[src/logic/bcid_pkg.sv]
package bcid_pkg;

    // coprocessor encoding of both build words; they share opc1, crn and crm and differ only in opc2
    localparam logic [2:0] BCID_OPC1     = 3'h0;
    localparam logic [3:0] BCID_CRN      = 4'hf;
    localparam logic [3:0] BCID_CRM      = 4'h2;
    localparam logic [2:0] BCID_OPC2_ONE = 3'h0;
    localparam logic [2:0] BCID_OPC2_TWO = 3'h1;

    // field positions, build_config_one
    localparam int ONE_TCM_HIGH_LSB = 12;
    localparam int ONE_DOUBLE_BIT   = 1;
    localparam int ONE_PROT_BIT     = 0;

    // field positions, build_config_two
    localparam int TWO_CPU_BIT      = 31;
    localparam int TWO_LOCK_BIT     = 30;
    localparam int TWO_NO_ICACHE    = 29;
    localparam int TWO_NO_DCACHE    = 28;
    localparam int TWO_FIRST_ES_LSB = 26;
    localparam int TWO_SECOND_ES_LSB = 24;
    localparam int TWO_BIG_END_BIT  = 23;
    localparam int TWO_FLOAT_UNIT_ABSENT_BIT   = 22;
    localparam int TWO_REGION_LSB   = 20;
    localparam int TWO_BREAK_LSB    = 17;
    localparam int TWO_WATCH_LSB    = 14;
    localparam int TWO_FIRST_TCM    = 13;
    localparam int TWO_BANK0_BIT    = 12;
    localparam int TWO_BANK1_BIT    = 11;
    localparam int TWO_PARITY_BIT   = 10;
    localparam int TWO_NO_SLAVE     = 9;
    localparam int TWO_INSTR_CACHE_PROTECTION_LSB = 7;
    localparam int TWO_DATA_CACHE_PROTECTION_LSB = 5;
    localparam int TWO_NO_STORE_BIT = 4;
    localparam int TWO_AXI_PROT_BIT = 3;
    localparam int TWO_SPLIT_BIT    = 2;
    localparam int TWO_AHB_BIT      = 1;
    localparam int TWO_COHERE_BIT   = 0;

    // error scheme and region encodings
    localparam logic [1:0] ES_NONE        = 2'h0;
    localparam logic [1:0] ES_TCM_32      = 2'h2;
    localparam logic [1:0] ES_TCM_64      = 2'h3;
    localparam logic [1:0] ES_CACHE_PAR   = 2'h1;
    localparam logic [1:0] ES_ICACHE_64   = 2'h3;
    localparam logic [1:0] ES_DCACHE_32   = 2'h2;
    localparam logic [1:0] REGIONS_NONE   = 2'h0;
    localparam logic [1:0] REGIONS_12     = 2'h2;
    localparam logic [1:0] REGIONS_16     = 2'h3;

    // reset values
    localparam logic [31:0] RDATA_RESET   = 32'h0;
    localparam logic [31:0] WORD_RESET    = 32'h0;

endpackage

[src/logic/bcid_sel_if.sv]
`timescale 1ns/10ps
// decoded access, from the decoder to the register bank
interface bcid_sel_if;
    logic hit_one;
    logic hit_two;
    logic allowed;
    modport decoder (output hit_one, output hit_two, output allowed);
    modport bank    (input hit_one, input hit_two, input allowed);
endinterface

[src/logic/bcid_regs.sv]
`timescale 1ns/10ps
// Overview of operation
// - both words read-only, privileged only; unprivileged access returns nothing
// - word one [31:12] holds default high TCM base; [11:2] reserved
// - word one bit 1 is 1 when double precision absent, 0 otherwise or float_unit_absent
// - word one bit 0 is 1 when peripheral ports carry bus protection
// - word two bit 31: 0 single CPU, 1 twin CPU
// - word two bit 30 is 1 when lock-step checking logic is included
// - word two bits 29 and 28 are 1 when instruction or data cache absent
// - word two [27:26] first TCM error scheme: 00 none, 10 32-bit, 11 64-bit
// - word two [25:24] second TCM error scheme, same codes
// - word two bit 23 is 1 when big-endian instruction support is absent
// - word two bit 22 is 1 when no floating-point unit exists
// - word two [21:20] protection unit: 00 absent, 10 twelve, 11 sixteen regions
// - [19:17] breakpoints minus one, [16:14] watchpoints minus one
// - bits 13, 12, 11 are 1 when first TCM, bank-0, bank-1 ports absent
// - word two bit 10 is 1 when TCM address parity logic is built in
// - word two bit 9 is 1 when the AXI slave port is absent
// - [8:7] instruction cache scheme 00/01/11, forced 00 without instruction cache
// - [6:5] data cache scheme 00/01/10, forced 00 without data cache
// - word two bit 4 is 1 when corrected-error store is absent
// - word two bit 3 is 1 when AXI bus protection logic is included
// - word two bit 2 is 1 when split/lock logic is built in
// - bit 1 AHB peripheral ports present, bit 0 coherency port present
module bcid_regs
    import bcid_pkg::*;
#(
    // build options, word one
    parameter logic [19:0] TIGHTLY_COUPLED_MEM_HIGH_DEFAULT = 20'h00000,
    parameter bit          DOUBLE_PRECISION_ABSENT          = 1'b0,
    parameter bit          PERIPH_PORT_BUS_PROTECTION       = 1'b0,
    // build options, word two
    parameter bit          TWIN_CPU                         = 1'b0,
    parameter bit          LOCK_STEP_PRESENT                = 1'b0,
    parameter bit          INSTR_CACHE_ABSENT               = 1'b0,
    parameter bit          DATA_CACHE_ABSENT                = 1'b0,
    parameter logic [1:0]  FIRST_TCM_ERROR_SCHEME           = 2'h0,
    parameter logic [1:0]  SECOND_TCM_ERROR_SCHEME          = 2'h0,
    parameter bit          BIG_ENDIAN_INSTR_ABSENT          = 1'b0,
    parameter bit          FLOAT_UNIT_ABSENT                = 1'b0,
    parameter logic [1:0]  PROTECTION_REGION_COUNT          = 2'h3,
    parameter int          BREAKPOINT_COUNT                 = 8,
    parameter int          WATCHPOINT_COUNT                 = 8,
    parameter bit          FIRST_TCM_PORT_ABSENT            = 1'b0,
    parameter bit          SECOND_TCM_BANK0_ABSENT          = 1'b0,
    parameter bit          SECOND_TCM_BANK1_ABSENT          = 1'b0,
    parameter bit          TCM_ADDRESS_CHECK_PRESENT        = 1'b0,
    parameter bit          AXI_SLAVE_ABSENT                 = 1'b0,
    parameter logic [1:0]  INSTR_CACHE_PROTECTION           = 2'h0,
    parameter logic [1:0]  DATA_CACHE_PROTECTION            = 2'h0,
    parameter bit          CORRECTED_ERROR_STORE_ABSENT     = 1'b0,
    parameter bit          AXI_BUS_PROTECTION               = 1'b0,
    parameter bit          SPLIT_LOCK_FLAG                  = 1'b0,
    parameter bit          AHB_PERIPH_PORT_PRESENT          = 1'b0,
    parameter bit          COHERENCY_PORT_FLAG              = 1'b0
) (
    // clock and reset
    input  wire logic        clock,
    input  wire logic        rst_b,
    // coprocessor request
    input  wire logic        cp_valid,
    input  wire logic        cp_read,
    input  wire logic        cp_priv,
    input  wire logic [2:0]  cp_opc1,
    input  wire logic [3:0]  cp_crn,
    input  wire logic [3:0]  cp_crm,
    input  wire logic [2:0]  cp_opc2,
    // coprocessor answer
    output logic             cp_done,
    output logic             cp_undef,
    output logic [31:0]      cp_rdata
);
    bcid_sel_if sel ();

    // counts are stored minus one in three bits
    localparam logic [2:0] BREAK_FIELD = 3'(BREAKPOINT_COUNT - 1);
    localparam logic [2:0] WATCH_FIELD = 3'(WATCHPOINT_COUNT - 1);

    wire logic [31:0] value_one;
    wire logic [31:0] value_two;
    wire logic [31:0] word_one;
    wire logic [31:0] word_two;
    wire logic        double_field;
    wire logic [1:0]  icache_field;
    wire logic [1:0]  dcache_field;
    wire logic        any_hit;
    wire logic        granted;
    wire logic [31:0] next_rdata;

    // request decode
    bcid_cp_decode u_decode (
        .cp_valid (cp_valid),
        .cp_read  (cp_read),
        .cp_priv  (cp_priv),
        .cp_opc1  (cp_opc1),
        .cp_crn   (cp_crn),
        .cp_crm   (cp_crm),
        .cp_opc2  (cp_opc2),
        .sel      (sel.decoder)
    );

    // derived fields; a missing unit forces its dependent scheme to none
    assign double_field = DOUBLE_PRECISION_ABSENT && !FLOAT_UNIT_ABSENT;
    assign icache_field = INSTR_CACHE_ABSENT ? ES_NONE : INSTR_CACHE_PROTECTION;
    assign dcache_field = DATA_CACHE_ABSENT ? ES_NONE : DATA_CACHE_PROTECTION;

    // word one: reserved bits 11:2 read zero
    assign value_one = {TIGHTLY_COUPLED_MEM_HIGH_DEFAULT, 10'h000,
                        double_field,
                        PERIPH_PORT_BUS_PROTECTION};

    // word two, from bit 31 down
    assign value_two = {TWIN_CPU,
                        LOCK_STEP_PRESENT,
                        INSTR_CACHE_ABSENT,
                        DATA_CACHE_ABSENT,
                        FIRST_TCM_ERROR_SCHEME,
                        SECOND_TCM_ERROR_SCHEME,
                        BIG_ENDIAN_INSTR_ABSENT,
                        FLOAT_UNIT_ABSENT,
                        PROTECTION_REGION_COUNT,
                        BREAK_FIELD,
                        WATCH_FIELD,
                        FIRST_TCM_PORT_ABSENT,
                        SECOND_TCM_BANK0_ABSENT,
                        SECOND_TCM_BANK1_ABSENT,
                        TCM_ADDRESS_CHECK_PRESENT,
                        AXI_SLAVE_ABSENT,
                        icache_field,
                        dcache_field,
                        CORRECTED_ERROR_STORE_ABSENT,
                        AXI_BUS_PROTECTION,
                        SPLIT_LOCK_FLAG,
                        AHB_PERIPH_PORT_PRESENT,
                        COHERENCY_PORT_FLAG};

    // held words, loaded once after reset
    bcid_word_store u_store (
        .clock          (clock),
        .rst_b          (rst_b),
        .word_one_value (value_one),
        .word_two_value (value_two),
        .word_one       (word_one),
        .word_two       (word_two)
    );

    // answer selection; refused accesses return zero so no content leaks
    assign any_hit    = sel.hit_one || sel.hit_two;
    assign granted    = any_hit && sel.allowed;
    assign next_rdata = !granted ? RDATA_RESET : (sel.hit_two ? word_two : word_one);

    // one-cycle answer; a write or unprivileged access is flagged undefined
    always_ff @(posedge clock) begin
        if (!rst_b) begin
            cp_done  <= 1'b0;
            cp_undef <= 1'b0;
            cp_rdata <= RDATA_RESET;
        end else begin
            cp_done  <= any_hit;
            cp_undef <= any_hit && !sel.allowed;
            cp_rdata <= next_rdata;
        end
    end

    // helper state for the checks below: which word was asked for
    logic asked_two;
    logic settled;
    always_ff @(posedge clock) begin
        if (!rst_b) begin
            asked_two <= 1'b0;
            settled   <= 1'b0;
        end else begin
            asked_two <= sel.hit_two;
            settled   <= 1'b1;
        end
    end
endmodule // bcid_regs

[src/logic/bcid_cp_decode.sv]
`timescale 1ns/10ps
module bcid_cp_decode
    import bcid_pkg::*;
(
    // coprocessor request
    input  wire logic       cp_valid,
    input  wire logic       cp_read,
    input  wire logic       cp_priv,
    input  wire logic [2:0] cp_opc1,
    input  wire logic [3:0] cp_crn,
    input  wire logic [3:0] cp_crm,
    input  wire logic [2:0] cp_opc2,
    // decoded result
    bcid_sel_if.decoder     sel
);
    wire logic space_hit;

    // only privileged reads may see the words; writes are never allowed
    assign space_hit   = cp_valid && (cp_opc1 == BCID_OPC1) && (cp_crn == BCID_CRN) && (cp_crm == BCID_CRM);
    assign sel.hit_one = space_hit && (cp_opc2 == BCID_OPC2_ONE);
    assign sel.hit_two = space_hit && (cp_opc2 == BCID_OPC2_TWO);
    assign sel.allowed = cp_read && cp_priv;
endmodule // bcid_cp_decode

[src/logic/bcid_word_store.sv]
`timescale 1ns/10ps
module bcid_word_store
    import bcid_pkg::*;
(
    // clock and reset
    input  wire logic        clock,
    input  wire logic        rst_b,
    // build-time values
    input  wire logic [31:0] word_one_value,
    input  wire logic [31:0] word_two_value,
    // held words
    output logic      [31:0] word_one,
    output logic      [31:0] word_two
);
    logic loaded;

    // words load once, on the first edge after reset; nothing writes them later
    always_ff @(posedge clock) begin
        if (!rst_b) begin
            loaded   <= 1'b0;
            word_one <= WORD_RESET;
            word_two <= WORD_RESET;
        end else if (!loaded) begin
            loaded   <= 1'b1;
            word_one <= word_one_value;
            word_two <= word_two_value;
        end
    end
endmodule // bcid_word_store

[config.mk]
export PLATFORM = sky130hd
export DESIGN_NAME = bcid_regs
export DESIGN_NICKNAME = d
export VERILOG_FILES = /design/src/logic/bcid_pkg.sv /design/src/logic/bcid_sel_if.sv /design/src/logic/bcid_regs.sv /design/src/logic/bcid_cp_decode.sv /design/src/logic/bcid_word_store.sv
export SDC_FILE = /design/constraint.sdc
export NUM_CORES = 1
export LEC_CHECK = 0
export ABC_AREA = 1
export BUFFER_PORTS_ARGS = -buffer_cell sky130_fd_sc_hd__clkbuf_2
export CORE_MARGIN = 2
export CORE_UTILIZATION = 28
export DETAILED_ROUTE_END_ITERATION = 10
export PLACE_DENSITY_LB_ADDON = 0.2
export SYNTH_ARGS = -nofsm -noshare
export SYNTH_HDL_FRONTEND = slang
export SYNTH_SLANG_ARGS = --single-unit
[constraint.sdc]
create_clock -name clock -period 0.83 [get_ports clock]
set_clock_uncertainty 0.05 [all_clocks]
set_input_delay 0.249 -clock clock [delete_from_list [all_inputs] [get_ports clock]]
set_output_delay 0.249 -clock clock [all_outputs]
set_load 0.1 [all_outputs]
==> Word level (Yosys, flattened, before mapping) <==
Index checks and enable logic that the tools add are counted.
{ "classes": {"add_sub_neg": 0, "n_mul": 0, "div": 0, "magnitude_cmp": 0, "eq_ne": 3, "shifts": 0, "mux": 1, "bitwise_logic": 0, "reduce_logical": 14} }
{ "ops": {"columns": ["op", "count"], "rows": [
  ["$logic_and A1 B1 Y1", 8],
  ["$logic_not A3 Y1", 2],
  ["$eq A4 B2 Y1 const B", 1],
  ["$eq A4 B4 Y1 const B", 1],
  ["$eq A3 B1 Y1 const B", 1],
  ["$reduce_and A3 Y1", 1],
  ["$reduce_and A2 Y1", 1],
  ["$logic_not A1 Y1", 1],
  ["$logic_or A1 B1 Y1", 1],
  ["$mux W1", 1]
]} }
{ "totals": {"ff_bits": 29, "latch_bits": 0, "ram_bits": 0, "mem_bits_ro": 0, "in_bits": 19, "output_inout_bits": 34, "memories": 0} }

==> Depth between registers and ports, before layout <==
Gate-level depths: netlist of run 1.
{ "depth": {"word_depth": 8, "ltp_mapped": 6} }

==> Hierarchy <==
A second synthesis of run 1 with hierarchy kept.
{ "hier_totals": {"hier_cells": 676, "hier_area_um2": 4307.9} }
{ "by_module_without_submodules": {"columns": ["module", "instances", "cells_each", "area_each_um2", "seq_area_each_um2"], "rows": [
  ["bcid_word_store", 1, 406, 2690.1, 1301.2],
  ["bcid_regs", 1, 246, 1526.5, 680.7],
  ["bcid_cp_decode", 1, 24, 91.3, 0.0]
]} }

==> Worst setup path before layout of run 1 <==
Ideal clock, no wire load.
{ "synth_timing": {"kind": "register to output", "start": "register, netlist name cp_rdata[14]", "end": "output port cp_rdata[15]", "t_arrival_ns": 1.464, "t_required_ns": 0.531, "setup_slack_ns": -0.933, "path_stages_with_launch": 2, "n_path_buf": 1, "path_cell_list": "dfxtp_1 -> buf_4"} }
{ "synth_rtl": {"columns": ["item", "line_no", "source"], "rows": [
  ["end, declared", "bcid_regs.sv:71", "output logic [31:0] cp_rdata"]
]} }
No word-level cell between the ends.

==> Worst setup path after layout of run 1 <==
{ "layout_timing": {"start": "register, netlist name cp_rdata[14]", "end": "output port cp_rdata[17]"} }
No word-level cell between the ends.

==> reports/results.tsv, run 1 <==
metric	value	unit
antennaDiodeCount	0	
grt_setup_unrepaired	yes	
ant_nets	0	
synthArstFlopShare	0	%
dpl.hpwl	581	um
postPlaceCellArea	631	um^2
cts_root_buf	clkbuf_4	
netlist_instances	63	
vias_per_cell	3.28	
first_pass_iters	1	
crit_family	flip-flops	
final_nets	109	
grt_pass1_vias	273	
clk_pin_slew	0.04	ns
start_kind	flip-flop	
ys.flop_type	dfxtp_1	
ir_worst_vdd	1240	uV
crit_chain	buf_12	
drc	0	
grt_pass1_wl	952	um
critical_path_class	flip-flop to output pin	
finalSetupViolCount	10	
synth-compound-area-share	1.14	%
wirelength	599	um
nFillCells	149	
worst_ep_required_time	0.53	ns
final_area	657	um^2
place_ws	-0.154	ns
fin_util	44.1	%
yosys_register_bits	5	
synth-simple-area-share	16.5	%
synthMuxAreaShare	0	%
netlist_top_cells_count	buf_4, nand2_1, nor2_1, inv_1, dfxtp_1	
critPathMaxFanout	8	
clockBufferDepth	2	
ys_warn_count	0	
status	complete, but fails checks	
crit_slowest_cell	dfxtp_4	
hold_viol	0	
synth_seq_area_share	22.7	%
cp.arrival	0.93	ns
end_kind	output pin	
rows	14	
worst-path-buf-inv	1	
p_leak	0.377	nW
wl_per_cell	5.70	um
violations	setup timing	
fin_crit	1.23	ns
synth-xor-area-share	0	%
synth.avg_cell_area	6.99	um^2
synth_top_cell_area_share	52.8	%
grt.overflow.total	0	
synth_edf_count	0	
r2r_slack	0.22	ns
finalMaxSlewViolations	0	
die_area	0.00191	mm^2
drive_gt1_share	41.6	%
p_per_area	1610	mW/mm^2
grt_max_degree	9	
cts_buffers	3	
slowest_delay	0.48	ns
vias	344	
core_region_area	0.00149	mm^2
antenna_found_initial	0	
syn_to_final_growth	49.1	%
cts_tree	yes	
min_period_over_period	148	%
post_cts_buffers	0	
grt_use_total	6.65	%
yosysMostFrequentCell	buf_4	
start_util	29.6	%
die_h	43.7	um
fmax	0.811	GHz
clkLatencyLatePin	0.24	ns
htreeDepth	1	
maxCapViolCount	0	
synth_top_family_by_area	buffers and inverters	
ios	53	
synth_area_leader_cell	buf_4	
io_buffer_count	28	
cts_resized	0	
synth_area_leaders	buf_4, dfxtp_1, nand2_1	
synth_area	440	um^2
fin_ws	-0.402	ns
cts_sinks	5	
synth_adder_area_share	0	%
ys_types	9	
die_width	43.7	um
hold_path.class	input port to flip-flop	
initialDrtViolationCount	0	
gp_congestion	0.613	
-- layout make-up --
type                    instances  area [um^2]  area share [%]
clock buffers                   4         26.3            4.00
inverters                       7         26.3            4.00
well taps                      16         20.0            3.05
flip-flops and latches          5          111            17.0
repair buffers                 30          305            46.5
multi-input cells              43          168            25.5
-- state kept, by name, indices dropped and copies added (netlist names) --
signal,count
cp_undef,1
cp_done,1
cp_rdata,1
u_store.word_two,1
u_store.loaded,1
-- cells in the final DEF (no fill, tap or decap), types with 2 or more instances in the layout --
cell / n
conb_1: 24
clkbuf_2: 18
buf_12: 10
nand2_1: 8
nor2_1: 8
inv_1: 7
clkbuf_4: 3
dfxtp_4: 3
buf_4: 2
dfxtp_1: 2
-- metal layers --
layer  global-route usage (%)  wire length (um)
met5                        0                 0
met4                        0                 0
met3                     6.25               112
met2                     12.1               310
met1                     5.60               175
-- power by group --
group          switching [mW]  total (mW)  internal [mW]
Combinational           0.495       0.540         0.0446
Clock                  0.0959       0.277          0.182
Sequential            0.00207       0.239          0.237
-- path summary, 6_finish.rpt --
path | from | end | depth (start not counted)
max | cp_rdata[14] | cp_rdata[17] | 1
min | rst_b | u_store.loaded | 1
max reg2reg | u_store.word_two[14] | cp_rdata[14] | 2
min reg2reg | u_store.loaded | u_store.word_two[14] | 1
-- timing repair --
action	in CTS	in global routing
hold buffers	0	0
setup endpoints to repair	10	10
hold endpoints to repair	0	0
-- through the flow --
step                      power (mW)  hold WS (ns)  TNS [ns]  std cells
final                           1.06        0.0757     -3.64        105
after floorplan                0.821         0.227     -2.30         86
after global placement         0.782         0.317     -1.45        101
after detailed placement       0.783         0.320     -1.46        101
after CTS                       1.07        0.0674     -3.76        105
after global routing            1.10        0.0771     -3.96        105
-- cell families (layout without fill, tap and decap cells) --
group	Yosys count	after routing
other	1	24
AO/OA/AOI/OAI	1	1
flip-flops	5	5
AND/OR/NAND/NOR	18	18
buffers and inverters	38	41
(Power assumes the default switching activity.)
==> run 2: changes to the inputs <==
CELL_PAD_IN_SITES_DETAIL_PLACEMENT = 0   (was not set)
CELL_PAD_IN_SITES_GLOBAL_PLACEMENT = 1   (was not set)
CORE_UTILIZATION = 17   (was 28)
==> run 2 against run 1 <==
Combinational power about the same. Critical path type unchanged. Register-to-register slack about the same. Clock-buffer cell count did not move. First-iteration DRC count is 2 higher. The flow still finishes with violations (setup timing). Sequential cell count unchanged.
==> reports/results.tsv, run 2 (synthesis gave the netlist of run 1 again) <==
metric	value	unit
status	complete, but fails checks	
violations	setup timing	
final_nets	109	
critical_path_class	flip-flop to output pin	
worst-path-stages	1	
final_cell_mix	conb_1, clkbuf_2, buf_12	
startpoint	cp_rdata[14]	
r2r_slack	0.21	ns
initialDrtViolationCount	2	
cts_root_buf	clkbuf_4	
die_h	54.9	um
dp.cells	115	
hold_path.class	input port to flip-flop	
critPathMaxFanout	8	
wl_per_cell	5.88	um
ff_latch_area	111	um^2
cts_tree	yes	
ir_worst_vdd	1010	uV
ant_nets	0	
grt_setup_unrepaired	yes	
fin_util	27.2	%
ff2ff_path_depth	2	
crit_chain	buf_12	
crit_family	flip-flops	
nFillCells	277	
cp.arrival	0.94	ns
clockBufferDepth	2	
multi_input_area	168	um^2
syn_to_final_growth	53.1	%
rows	18	
fin_crit	1.24	ns
p_leak	0.377	nW
timing.rr.start	u_store.word_two[14]	
io_buffer_count	28	
antennaDiodeCount	0	
final_cells	119	
wirelength	700	um
finalSetupViolCount	10	
drive_gt1_share	41.6	%
grt_pass1_wl	1060	um
drc	0	
clk_pin_slew	0.04	ns
min_period_over_period	149	%
die_area	0.00301	mm^2
crit_slowest_cell	dfxtp_4	
final_common_cell	conb_1	
core_region_area	0.00248	mm^2
grt_pass1_vias	291	
hold_viol	0	
worst-path-buf-inv	1	
endpoint	cp_rdata[16]	
slowest_delay	0.48	ns
whs	0.0737	ns
vias	351	
grt.overflow.total	0	
grt_use_total	5.22	%
vias_per_cell	2.95	
place_ws	-0.153	ns
dpl.hpwl	682	um
cts_hold_buf	0	
r2r-end	cp_rdata[14]	
antenna_found_initial	0	
p_per_area	1570	mW/mm^2
grt_max_degree	9	
start_util	17.8	%
die_width	54.9	um
maxCapViolCount	0	
ios	53	
finalMaxSlewViolations	0	
power	1.06	mW
first_pass_iters	2	
clkLatencyLatePin	0.24	ns
cts_resized	0	
start_kind	flip-flop	
htreeDepth	1	
cts_buffers	3	
gp_congestion	0.570	
fin_ws	-0.406	ns
worst_ep_required_time	0.53	ns
end_kind	output pin	
fmax	0.809	GHz
cts_sinks	5	
-- run 2: cell counts in the layout (fill, tap and decap cells not counted) --
Identical to the previous run, type by type.
-- run 2: area by class of cell --
type / count / share of cell area (%)
Timing Repair Buffer: 30 / 45.3
Clock buffer: 4 / 3.90
Tap cell: 30 / 5.57
Sequential cell: 5 / 16.5
Inverter: 7 / 3.90
Multi-Input combinational cell: 43 / 24.9
-- run 2: what timing repair did --
| action | CTS | global route |
|---|---|---|
| endpoints found under the hold margin | 0 | 0 |
| buffers inserted | 0 | 0 |
| setup endpoints to repair | 10 | 10 |
-- run 2: worst min-delay path by stage --
stage | startpoint | end | slack [ns] | cells after the start
6_report | rst_b | u_store.loaded | 0.07 | 1
5_1_grt | rst_b | u_store.loaded | 0.06 | 1
4_1_cts | rst_b | u_store.loaded | 0.07 | 1
3_5_place_dp | rst_b | u_store.loaded | 0.32 | 1
3_3_place_gp | rst_b | u_store.loaded | 0.32 | 1
2_1_floorplan | rst_b | u_store.loaded | 0.23 | 0
-- run 2: power breakdown --
group	internal, mW	switching, mW	leakage, nW
clock	0.182	0.0984	0.0150
combinational	0.0447	0.496	0.318
sequential	0.237	0.00209	0.0434
total	0.464	0.597	0.377
-- run 2: layer usage --
| metal | vias to the layer above | share of wire [%] | routed length (um) | track usage, % |
|---|---|---|---|---|
| li1 | 180 | - | - | - |
| met1 | 145 | 25 | 174 | 4.08 |
| met2 | 26 | 62 | 435 | 9.92 |
| met3 | 0 | 13 | 89 | 3.23 |
| met4 | 0 | 0 | 0 | 2.44 |
| met5 | - | 0 | 0 | 0 |
-- run 2: worst register-to-register path, stage by stage (launching register included) --
cell	delay (ns)
dfxtp_1	0.32
nand4_1	0.09
nor2_1	0.10
-- run 2: stage by stage --
step	cell area [um^2]	TNS [ns]
3_5_place_dp	648	-1.50
3_3_place_gp	648	-1.50
4_1_cts	674	-3.83
5_1_grt	674	-4.03
2_1_floorplan	564	-2.30
6_report	674	-3.68
